## src/hw/bus_glue_pkg.sv

```systemverilog
// Shared constants for the CPU to system bus glue and its failsafe timer.
package bus_glue_pkg;
    // Number of pins that pass the two-stage synchroniser.
    localparam int unsigned PIN_COUNT = 23;
    // Idle levels of the synchronised pins, in the glue's pin order.
    localparam logic [22:0] PIN_IDLE = 23'h7C_BBBE;
    // Core clock rate in hertz.
    localparam longint unsigned CLOCK_HZ = 100_000_000;
    // Failsafe window as a time in milliseconds.
    localparam longint unsigned FAILSAFE_TIME_MS = 9;
    // Failsafe window in core clock cycles, rounded down.
    localparam int unsigned FAILSAFE_CYCLES =
        int'((FAILSAFE_TIME_MS * CLOCK_HZ) / 1000);
    // Width of the failsafe cycle counter.
    localparam int unsigned FAILSAFE_WIDTH = 20;
    // Reset value of the failsafe counter.
    localparam logic [19:0] FAILSAFE_COUNT_RESET = 20'h0_0000;
    // Reset levels of active-high and active-low outputs.
    localparam logic RESET_HIGH_OFF = 1'b0;
    localparam logic RESET_LOW_OFF = 1'b1;
    // Reset level of the processor reset output (held in reset).
    localparam logic RESET_CPU_HELD = 1'b1;
    // Failsafe timer state.
    typedef enum logic [1:0] {
        FS_COUNTING,
        FS_INT_ACK,
        FS_TIMED_OUT
    } failsafe_state_t;
endpackage

```

## src/hw/failsafe_if.sv

```systemverilog
// Signals shared between the bus glue and its failsafe timer.
interface failsafe_if;
    logic strobe;
    logic status_bit0;
    logic int_ack;
    logic timeout;
    modport timer
    (
        input  strobe,
        input  status_bit0,
        output int_ack,
        output timeout
    );
    modport glue
    (
        output strobe,
        output status_bit0,
        input  int_ack,
        input  timeout
    );
endinterface

```

## src/hw/cpu_bus_glue.sv

```systemverilog
// Glue between the CPU group and the shared multi-master system bus.
// Summary of operation
// - OR four interrupt requests into the processor interrupt input.
// - Invert the active-low bus hold request onto the CPU hold input.
// - Latch hold acknowledge; float the four command drivers while set.
// - Latched acknowledge drives address and external data chip selects high.
// - Bus-in-use output is the inverted latched hold acknowledge.
// - With reset-out selected, drive power-up reset onto bus reset.
// - Bus reset from others resets the processor and board logic.
// - I/O ready when any peripheral select meets I/O read or early write.
// - I/O write command is the early write qualified by write strobe.
// - Processor must see ready before entering T3 of each cycle.
// - Without ready after T2 the processor waits with data stable.
// - OR failsafe, I/O, ROM and RAM ready; this disables external data.
// - OR local ready with both external acknowledges into CPU ready.
// - Divide the clock by two onto common and bus clock lines.
// - Local memory transceivers selected by RAM or ROM ready, memory read.
// - External data points inward on any read, disabled during hold.
// - Address bus is driven outbound only, never received.
// - Supply ready so the forced restart instruction can be read.
// - Status bit 0 at status strobe forces interrupt acknowledge ready.
// - Failsafe retriggers per strobe, times out after 9 ms.
module cpu_bus_glue
#(
    parameter int unsigned FAILSAFE_CYCLES = bus_glue_pkg::FAILSAFE_CYCLES
)
(
    input  wire logic core_clk,
    input  wire logic rst,
    input  wire logic external_irq_one_n,
    input  wire logic external_irq_two_n,
    input  wire logic parallel_irq_n,
    input  wire logic serial_irq_n,
    input  wire logic bus_hold_request_n,
    input  wire logic cpu_bus_release_ack,
    input  wire logic power_up_reset,
    input  wire logic reset_out_enable,
    input  wire logic bus_reset_n_i,
    output logic      bus_reset_n_o,
    output logic      bus_reset_n_oe,
    input  wire logic serial_select_n,
    input  wire logic parallel_a_select_n,
    input  wire logic parallel_b_select_n,
    input  wire logic io_read_level,
    input  wire logic early_io_write_n,
    input  wire logic early_mem_write_n,
    input  wire logic cpu_write_strobe_n,
    input  wire logic memory_read_level,
    input  wire logic rom_ready_n,
    input  wire logic rw_memory_ready_n,
    input  wire logic advanced_transfer_ack_n,
    input  wire logic transfer_ack_n,
    input  wire logic status_strobe_n,
    input  wire logic status_bit0,
    output logic      cpu_irq,
    output logic      cpu_hold,
    output logic      latched_release_ack,
    output logic      bus_in_use_n,
    output logic      mem_read_command_n,
    output logic      mem_write_command_n,
    output logic      io_read_command_n,
    output logic      io_write_command_n,
    output logic      command_oe,
    output logic      address_cs_n,
    output logic      address_outbound,
    output logic      ext_data_cs_n,
    output logic      ext_data_inward,
    output logic      local_mem_cs_n,
    output logic      transceiver_direction,
    output logic      local_io_ready_n,
    output logic      cpu_ready_input,
    output logic      cpu_reset,
    output logic      board_reset,
    output logic      common_clock_n,
    output logic      bus_clock_n
);
    // Two-stage synchroniser for every pin input.
    logic [22:0] pin_meta;
    logic [22:0] pin_sync;
    wire  [22:0] pin_raw;

    // Synchronised copies of the pins.
    wire irq_one_s;
    wire irq_two_s;
    wire par_irq_s;
    wire ser_irq_s;
    wire hold_req_s;
    wire cpu_bus_release_ack_s;
    wire pwr_reset_s;
    wire bus_reset_s;
    wire reset_out_s;
    wire ser_sel_s;
    wire par_a_sel_s;
    wire par_b_sel_s;
    wire io_read_s;
    wire early_iow_s;
    wire early_memw_s;
    wire wr_strobe_s;
    wire mem_read_s;
    wire rom_rdy_s;
    wire ram_rdy_s;
    wire advanced_transfer_ack_n_s;
    wire transfer_ack_n_s;
    wire sts_strobe_s;
    wire sts_bit0_s;

    // Decoded terms.
    wire any_irq;
    wire any_select;
    wire io_ready;
    wire local_access;
    wire ready_any;
    wire reset_seen;
    wire drive_reset_out;
    wire any_read;
    wire mem_select;

    failsafe_if fs ();

    // The pin order here must match the idle pattern in the package.
    assign pin_raw =
    {
        external_irq_one_n,
        external_irq_two_n,
        parallel_irq_n,
        serial_irq_n,
        bus_hold_request_n,
        cpu_bus_release_ack,
        power_up_reset,
        bus_reset_n_i,
        reset_out_enable,
        serial_select_n,
        parallel_a_select_n,
        parallel_b_select_n,
        io_read_level,
        early_io_write_n,
        early_mem_write_n,
        cpu_write_strobe_n,
        memory_read_level,
        rom_ready_n,
        rw_memory_ready_n,
        advanced_transfer_ack_n,
        transfer_ack_n,
        status_strobe_n,
        status_bit0
    };

    // Every pin is asynchronous to core_clk, so it passes two flops.
    // Resetting to the idle levels avoids false events after release.
    always_ff @(posedge core_clk or posedge rst)
    begin
        if (rst)
        begin
            pin_meta <= bus_glue_pkg::PIN_IDLE;
            pin_sync <= bus_glue_pkg::PIN_IDLE;
        end
        else
        begin
            pin_meta <= pin_raw;
            pin_sync <= pin_meta;
        end
    end

    // Unpack the synchronised pins in the same order.
    assign
    {
        irq_one_s,
        irq_two_s,
        par_irq_s,
        ser_irq_s,
        hold_req_s,
        cpu_bus_release_ack_s,
        pwr_reset_s,
        bus_reset_s,
        reset_out_s,
        ser_sel_s,
        par_a_sel_s,
        par_b_sel_s,
        io_read_s,
        early_iow_s,
        early_memw_s,
        wr_strobe_s,
        mem_read_s,
        rom_rdy_s,
        ram_rdy_s,
        advanced_transfer_ack_n_s,
        transfer_ack_n_s,
        sts_strobe_s,
        sts_bit0_s
    } = pin_sync;

    assign any_irq = ~irq_one_s | ~irq_two_s | ~par_irq_s | ~ser_irq_s;

    assign any_select = ~ser_sel_s | ~par_a_sel_s | ~par_b_sel_s;
    // early write used for ready
    // The early write lets ready return in time to avoid a wait state.
    assign io_ready = any_select & (io_read_s | ~early_iow_s);

    // The failsafe sees the strobe as an active-high level.
    assign fs.strobe = ~sts_strobe_s;
    assign fs.status_bit0 = sts_bit0_s;

    assign local_access = fs.int_ack | fs.timeout | io_ready
                        | ~rom_rdy_s | ~ram_rdy_s;

    assign ready_any = local_access | ~advanced_transfer_ack_n_s | ~transfer_ack_n_s;

    assign drive_reset_out = reset_out_s & pwr_reset_s;
    // bus reset accepted
    // Our own driven reset is also seen here, so the board follows it.
    assign reset_seen = pwr_reset_s | ~bus_reset_s;

    assign any_read = mem_read_s | io_read_s;
    assign mem_select = ~rom_rdy_s | ~ram_rdy_s;

    failsafe_timer
    #(
        .TIMEOUT_CYCLES (FAILSAFE_CYCLES)
    )
    u_failsafe
    (
        .core_clk (core_clk),
        .rst      (rst),
        .fs       (fs.timer)
    );

    // Interrupt and hold path: requests to processor and latched acknowledge.
    always_ff @(posedge core_clk or posedge rst)
    begin
        if (rst)
        begin
            cpu_irq <= bus_glue_pkg::RESET_HIGH_OFF;
            cpu_hold <= bus_glue_pkg::RESET_HIGH_OFF;
            latched_release_ack <= bus_glue_pkg::RESET_HIGH_OFF;
            bus_in_use_n <= bus_glue_pkg::RESET_LOW_OFF;
        end
        else
        begin
            cpu_irq <= any_irq;
            cpu_hold <= ~hold_req_s;
            latched_release_ack <= cpu_bus_release_ack_s;
            bus_in_use_n <= ~cpu_bus_release_ack_s;
        end
    end

    // Command drivers; the enable falls with the latched acknowledge.
    // Same delay as the latch, so both move together.
    always_ff @(posedge core_clk or posedge rst)
    begin
        if (rst)
        begin
            mem_read_command_n <= bus_glue_pkg::RESET_LOW_OFF;
            mem_write_command_n <= bus_glue_pkg::RESET_LOW_OFF;
            io_read_command_n <= bus_glue_pkg::RESET_LOW_OFF;
            io_write_command_n <= bus_glue_pkg::RESET_LOW_OFF;
            command_oe <= bus_glue_pkg::RESET_HIGH_OFF;
        end
        else
        begin
            mem_read_command_n <= ~mem_read_s;
            mem_write_command_n <= early_memw_s | wr_strobe_s;
            io_read_command_n <= ~io_read_s;
            io_write_command_n <= early_iow_s | wr_strobe_s;
            command_oe <= ~cpu_bus_release_ack_s;
        end
    end

    // Transceiver selects and directions.
    always_ff @(posedge core_clk or posedge rst)
    begin
        if (rst)
        begin
            address_cs_n <= bus_glue_pkg::RESET_LOW_OFF;
            address_outbound <= 1'b1;
            ext_data_cs_n <= bus_glue_pkg::RESET_LOW_OFF;
            ext_data_inward <= bus_glue_pkg::RESET_HIGH_OFF;
            local_mem_cs_n <= bus_glue_pkg::RESET_LOW_OFF;
            transceiver_direction <= bus_glue_pkg::RESET_HIGH_OFF;
        end
        else
        begin
            address_cs_n <= cpu_bus_release_ack_s;
            address_outbound <= 1'b1;
            ext_data_cs_n <= cpu_bus_release_ack_s | local_access;
            ext_data_inward <= any_read;
            local_mem_cs_n <= ~mem_select;
            transceiver_direction <= mem_read_s;
        end
    end

    // Ready stays low until a source answers, holding the processor in
    // wait states; the failsafe bounds the wait.
    always_ff @(posedge core_clk or posedge rst)
    begin
        if (rst)
        begin
            local_io_ready_n <= bus_glue_pkg::RESET_LOW_OFF;
            cpu_ready_input <= bus_glue_pkg::RESET_HIGH_OFF;
        end
        else
        begin
            local_io_ready_n <= ~io_ready;
            cpu_ready_input <= ready_any;
        end
    end

    // Reset distribution. The bus line is open drain: drive low only.
    always_ff @(posedge core_clk or posedge rst)
    begin
        if (rst)
        begin
            bus_reset_n_o <= 1'b0;
            bus_reset_n_oe <= bus_glue_pkg::RESET_HIGH_OFF;
            cpu_reset <= bus_glue_pkg::RESET_CPU_HELD;
            board_reset <= bus_glue_pkg::RESET_CPU_HELD;
        end
        else
        begin
            bus_reset_n_o <= 1'b0;
            bus_reset_n_oe <= drive_reset_out;
            cpu_reset <= reset_seen;
            board_reset <= reset_seen;
        end
    end

    // divide by two
    // Each bus clock line gets its own toggling flop.
    always_ff @(posedge core_clk or posedge rst)
    begin
        if (rst)
        begin
            common_clock_n <= bus_glue_pkg::RESET_HIGH_OFF;
            bus_clock_n <= bus_glue_pkg::RESET_HIGH_OFF;
        end
        else
        begin
            common_clock_n <= ~common_clock_n;
            bus_clock_n <= ~bus_clock_n;
        end
    end
endmodule

```

## src/hw/failsafe_timer.sv

```systemverilog
// Failsafe one-shot: interrupt acknowledge ready and hung-cycle timeout.
module failsafe_timer
#(
    parameter int unsigned TIMEOUT_CYCLES = bus_glue_pkg::FAILSAFE_CYCLES
)
(
    input wire logic    core_clk,
    input wire logic    rst,
    failsafe_if.timer   fs
);
    localparam logic [19:0] LAST_COUNT = 20'(TIMEOUT_CYCLES - 1);

    bus_glue_pkg::failsafe_state_t state;
    bus_glue_pkg::failsafe_state_t next_state;
    logic [19:0]                   count;
    logic                          strobe_prev;
    wire                           strobe_start;
    wire                           count_done;

    // A machine cycle starts on the leading edge of the status strobe.
    assign strobe_start = fs.strobe & ~strobe_prev;
    assign count_done = (count == LAST_COUNT);
    assign fs.int_ack = (state == bus_glue_pkg::FS_INT_ACK);
    assign fs.timeout = (state == bus_glue_pkg::FS_TIMED_OUT);

    always_comb
    begin
        next_state = state;
        case (state)
            bus_glue_pkg::FS_COUNTING:
                if (strobe_start && fs.status_bit0)
                    next_state = bus_glue_pkg::FS_INT_ACK;
                else if (count_done)
                    next_state = bus_glue_pkg::FS_TIMED_OUT;
            bus_glue_pkg::FS_INT_ACK,
            bus_glue_pkg::FS_TIMED_OUT:
                if (strobe_start)
                    next_state = fs.status_bit0
                        ? bus_glue_pkg::FS_INT_ACK
                        : bus_glue_pkg::FS_COUNTING;
            default:
                next_state = bus_glue_pkg::FS_COUNTING;
        endcase
    end

    // counter cleared per strobe
    // Counting stops at terminal count, so a stall gives one timeout.
    always_ff @(posedge core_clk or posedge rst)
    begin
        if (rst)
        begin
            state <= bus_glue_pkg::FS_COUNTING;
            count <= bus_glue_pkg::FAILSAFE_COUNT_RESET;
            strobe_prev <= 1'b0;
        end
        else
        begin
            state <= next_state;
            strobe_prev <= fs.strobe;
            if (strobe_start)
                count <= bus_glue_pkg::FAILSAFE_COUNT_RESET;
            else if (!count_done)
                count <= count + 20'h0_0001;
        end
    end
endmodule

```

## config.mk

```make
export PLATFORM = sky130hd
export DESIGN_NAME = cpu_bus_glue
export DESIGN_NICKNAME = d
export VERILOG_FILES = /design/src/hw/bus_glue_pkg.sv /design/src/hw/failsafe_if.sv /design/src/hw/cpu_bus_glue.sv /design/src/hw/failsafe_timer.sv
export SDC_FILE = /design/constraint.sdc
export NUM_CORES = 1
export LEC_CHECK = 0
export BUFFER_PORTS_ARGS = -buffer_cell sky130_fd_sc_hd__buf_2
export CORE_MARGIN = 4
export CORE_UTILIZATION = 45
export CTS_BUF_LIST = sky130_fd_sc_hd__clkbuf_2 sky130_fd_sc_hd__clkbuf_4 sky130_fd_sc_hd__clkbuf_8
export CTS_CLUSTER_SIZE = 16
export DETAILED_ROUTE_END_ITERATION = 8
export PLACE_DENSITY_LB_ADDON = 0.1
export SLEW_MARGIN = 20
export SYNTH_ARGS = -nofsm -noshare
export SYNTH_HDL_FRONTEND = slang
export SYNTH_SLANG_ARGS = --single-unit
```

## constraint.sdc

```tcl
create_clock -name core_clk -period 5.55 [get_ports core_clk]
set_input_delay 0.8325 -clock core_clk [delete_from_list [all_inputs] [get_ports core_clk]]
set_output_delay 0.8325 -clock core_clk [all_outputs]
set_load 0.02 [all_outputs]
```

# After elaboration in Yosys (flattened, before gate mapping)

Index checks and enable logic that the tools add are counted.

Add/sub/neg operators: 1
Multipliers: 0
Divide/modulo/power cells: 0
Magnitude comparators: 0
Eq/ne operators: 6
Shift operators: 0
Muxes and demuxes: 7
Bitwise logic cells: 44
Reductions and logical operators: 4

Operators by type and width:

| operator                | count |
|---|---|
| $mux W20                | 2 |
| $not A1 Y1              | 23 |
| $add A20 B1 Y20 const B | 1 |
| $eq A20 B20 Y1 const B  | 1 |
| $or A1 B1 Y1            | 18 |
| $mux W2                 | 3 |
| $ne A2 B1 Y1 const B    | 2 |
| $pmux W2 S2             | 1 |
| $and A1 B1 Y1           | 3 |
| $ne A3 B1 Y1 const B    | 1 |
| $eq A2 B1 Y1 const B    | 1 |
| $eq A2 B2 Y1 const B    | 1 |
| $logic_not A2 Y1        | 1 |
| $reduce_and A2 Y1       | 1 |
| $reduce_or A2 Y1        | 1 |
| $logic_and A1 B1 Y1     | 1 |
| $mux W1                 | 1 |

Register bits after elaboration: 89
Bits in latches: 0
Bits in writable memories: 0
Memory bits (read-only): 0
Input port bits: 25
Logic and storage cells: 87
Memories kept: 0

# Longest topological paths before layout

Depth after elaboration: 9
Mapped depth: 6
Depth with buffers taken out: 5

# Hierarchy

From an unflattened synthesis, not the netlist that was laid out.

Cell total of the unflattened synthesis: 228
Area total of the unflattened synthesis: 3151.8 µm²

By module, submodules not included:

| module         | instances | cells each | area each (µm²) |
|---|---|---|---|
| cpu_bus_glue   | 1         | 92         | 1860.5 |
| failsafe_timer | 1         | 136        | 1291.2 |

# Least setup slack after synthesis

OpenSTA, ideal clock, no wires.

Kind: reg2reg
Start: reg u_failsafe.count[0]
End: reg u_failsafe.count[18]
Arrival: 1.737 ns
Data required time: 5.472 ns
Slack: 3.736 ns
Cell stages (with the launch flop): 7
Path buffers: 1
Clock period less this slack: 1.814 ns
Path through: dfrtp_1 -> ha_1 -> nand2_1 -> or3_1 -> buf_2 -> or4_1 -> a21oi_1

Cells in the longest elaborated chain, start to end: 3
Elaborated cells between the ends (all ways): 5
Those cells by class: 1 x add/sub; 2 x eq/ne; 2 x mux

Ends and longest elaborated chain:

| element                | line                 | source |
|---|---|---|
| start, declared        | failsafe_timer.sv:15 | `logic [19:0] count;` |
| start signal, assigned | failsafe_timer.sv:53 | `count <= bus_glue_pkg::FAILSAFE_COUNT_RESET;` |
| start signal, assigned | failsafe_timer.sv:61 | `count <= bus_glue_pkg::FAILSAFE_COUNT_RESET;` |
| start signal, assigned | failsafe_timer.sv:63 | `count <= count + 20'h0_0001;` |
| $add A20 B1 Y20        | failsafe_timer.sv:63 |  |
| $mux W20               | failsafe_timer.sv:62 | `else if (!count_done)` |
| $mux W20               | failsafe_timer.sv:60 | `if (strobe_start)` |

Several ways; a longest one is shown, not always the timed one. The select of a mux whose other input is x is not followed.
A chain may end at the register's enable or synchronous reset.

# Worst setup path in the final report

Ends and elaborated chain as after synthesis.

==> out/qor.yml <==
outcome:
  status: "complete, no violations"
sta:
  hold_ws_ns: 0.354
  hold_viol: 0
  rsz0062_at_grt: "false"
  min_period_over_period_pct: 34.9
  tns_ns: 0
  maxSlewHeadroom_pct: 52.5
  fmax_ghz: 0.516
  min_period_ns: 1.94
  drv_slew: 0
  worst_pin_slew_ns: 0.713
  setup_violations: 0
  fin_worst_skew_ns: 0.00733
clock_network:
  cts-buffers-inserted: 9
  cts_resized: 0
  clock-root-buffer: "clkbuf_8"
  clk_latency_ns: 0.35
  cts_buffer_depth: 2
  cts_tree: "built"
  clkTransAtPathRegs_ns: 0.09
  cts_setup_buffers: 0
  htreeDepth: 3
  cts_hold_buf: 0
  clock_sinks: 89
synthesis:
  synthDistinctLibCells: 42
  seq_area_frac_synth_pct: 73.3
  synth-async-reset-ratio_pct: 100
  syn_inst: 228
  syn_area_mm2: 0.00311
  synth_edf_count: 0
  syn_avg_cell_area_um2: 13.7
  synth_flop_cell: "dfrtp_1"
  yosys_warnings: 0
  synth_nets: 256
  synth-seq-cells: 89
global_route:
  grt_pass1_wl_mm: 8.29
  gr-total-overflow: 0
  grt_util_all_layers_pct: 12.9
  grt_max_degree: 62
  antenna_found_initial: 0
  grt_pass1_vias: 1810
layout:
  fin_nets: 306
  finalNonFillerCells: 363
  post-route-util_pct: 53.4
  n_fill_cell: 577
  fin_area_mm2: 0.00361
  syn_to_final_growth_pct: 16.0
  antenna_cells: 0
  drive_above_1_share_pct: 41.0
floorplanning:
  start_util_pct: 46.1
  die_w_um: 91.2
  rows: 30
  core_area_mm2: 0.00676
  ios: 48
  die_area_mm2: 0.00832
  die_y_um: 91.2
critical_path:
  endpoint: "u_failsafe.count[18]$_DFFE_PP0P_"
  rr_endpoint: "u_failsafe.count[18]$_DFFE_PP0P_"
  worstSetupStartpoint: "u_failsafe.count[0]$_DFFE_PP0P_"
  path_cells: "ha_1 -> nand2_1 -> or3_1 -> or4_1 -> a21oi_1"
  critPathRequiredTime_ns: 5.83
  crit_type: "flop to flop"
  r2r_slack_ns: 3.61
  critPathCaptureType: "flop"
  worstRegToRegCells: 5
  slowest_stage: "or4_1"
  rr_startpoint: "u_failsafe.count[0]$_DFFE_PP0P_"
  critPathLaunchType: "flop"
  crit_fanout: 7
  max_stage_delay_ns: 0.53
  crit_arrival_ns: 2.22
placed_design:
  dp.cells: 347
  place_congestion: 0.803
  io_buffers: 45
  hpwl_mm: 3.37
  placed_area_mm2: 0.00341
routing:
  drtIter0Drc: 83
  drt_wl_total_mm: 4.87
  route.detailed.drc: 0
  num_vias: 1815
  first_pass_iters: 5
  drt-vias-per-instance: 5.00
  wl_per_cell_um: 13.4
  detail-route-antenna-nets: 0
pwr:
  power_density_mw_per_mm2: 345
  ir_worst_vdd_uv: 249
  p_leak_nw: 1.58
job:
  maxCapViolations: 0
worst_hold_path:
  holdCritPathClass: "flop to flop"
[cell usage after synthesis, types with 2 or more instances]
library cell  number  area, um2
a21oi_1           10       50.1
a31oi_1            2       12.5
and2_1             3       18.8
and3_1             3       18.8
buf_4              3       22.5
clkbuf_1           4       15.0
conb_1             2       7.51
dfrtp_1           45       1130
dfstp_2           44       1160
ha_1               3       37.5
inv_1             10       37.5
inv_2              2       7.51
mux2i_1            4       40.0
nand2_1           14       52.6
nand2b_1           4       25.0
nand3_1            8       40.0
nand4_1            8       50.1
nand4b_1           2       17.5
nor2_1             9       33.8
nor3_1             3       15.0
nor4_1             3       18.8
o21ai_1            4       20.0
o31ai_1            5       37.5
or2_1              2       12.5
or2_2              2       12.5
or3_1              3       18.8
or3b_2             2       17.5
or4_1              5       37.5
xnor2_1            3       26.3
xor2_1             4       35.0
[sequential cells by signal, indices dropped and copies added, names as in the netlist, 2 cells and up]
signal            count
pin_sync             23
u_failsafe.state      2
pin_meta             23
u_failsafe.count     20
[stage by stage]
step	setup WS [ns]	power (mW)
4_1_cts	3.62	1.27
6_report	3.61	1.24
5_1_grt	3.49	1.32
3_3_place_gp	3.55	0.838
2_1_floorplan	2.48	0.807
3_5_place_dp	3.54	0.840
[logic make-up (layout without fill, tap and decap cells)]
| group | count (synthesis) | in the layout | synth area share [%] |
|---|---|---|---|
| flops | 89 | 89 | 73.3 |
| simple gates | 76 | 76 | 13.9 |
| compound gates | 27 | 27 | 5.34 |
| buf+inv | 20 | 75 | 2.81 |
| xor+xnor | 7 | 7 | 1.97 |
| mux | 4 | 4 | 1.29 |
| fa+ha+maj | 3 | 3 | 1.21 |
| other cells | 2 | 2 | 0.241 |
[final cells by class]
| cell class | instances | area, um2 | area share, % |
|---|---|---|---|
| clock buffers | 9 | 124 | 3.43 |
| clock inverters | 7 | 73.8 | 2.04 |
| inverters | 12 | 46.3 | 1.28 |
| multi-input cells | 119 | 744 | 20.6 |
| flip-flops and latches | 89 | 2280 | 63.2 |
| well taps | 80 | 100 | 2.77 |
| repair buffers | 47 | 240 | 6.65 |
[where the power goes]
group / internal (mW) / switching (mW) / leakage [nW] / total, mW
Sequential: 0.699 / 0.0226 / 1.02 / 0.721
Clock: 0.176 / 0.242 / 0.0942 / 0.418
Combinational: 0.0434 / 0.0620 / 0.464 / 0.105
[worst max-delay path, delay by kind of cell (launching register included)]
kind	cells	cell delay, ns
AOI/OAI and AO/OA	1	0.15
DFF	1	0.39
and+or+nand+nor	3	1.10
adders and majority gates	1	0.23
[cells in the final DEF, fill, tap and decap left out, drive strengths merged, types with 8 or more instances in the layout]
cell    count
buf        47
dfstp      44
a21oi      10
nand3       8
nand2      14
dfrtp      45
clkbuf      9
nor2        9
inv        14
nand4       8
[worst min path at each step]
stage                                      start                endpoint  slack [ns]  cells past startpoint
after floorplan            pin_meta[0]$_DFF_PP0_   pin_sync[0]$_DFF_PP0_        0.33                      0
after global placement     pin_meta[6]$_DFF_PP0_   pin_sync[6]$_DFF_PP0_        0.33                      0
after detailed placement  pin_meta[16]$_DFF_PP0_  pin_sync[16]$_DFF_PP0_        0.33                      0
after CTS                 pin_meta[16]$_DFF_PP0_  pin_sync[16]$_DFF_PP0_        0.36                      0
after global routing       pin_meta[3]$_DFF_PP1_   pin_sync[3]$_DFF_PP1_        0.36                      0
final                     pin_meta[16]$_DFF_PP0_  pin_sync[16]$_DFF_PP0_        0.35                      0
[layer usage]
layer  GRT usage, %  part of all wire, %  routed length [um]  vias to the layer above
met4           4.27                  1.3                  64                        0
met1           15.7                   44                2140                      880
met2           20.4                   50                2410                       41
met3           5.80                  5.2                 252                        8
li1               -                    -                   -                      886
met5              0                    0                   0                        -
No activity file was read; power rests on OpenSTA's default activity.
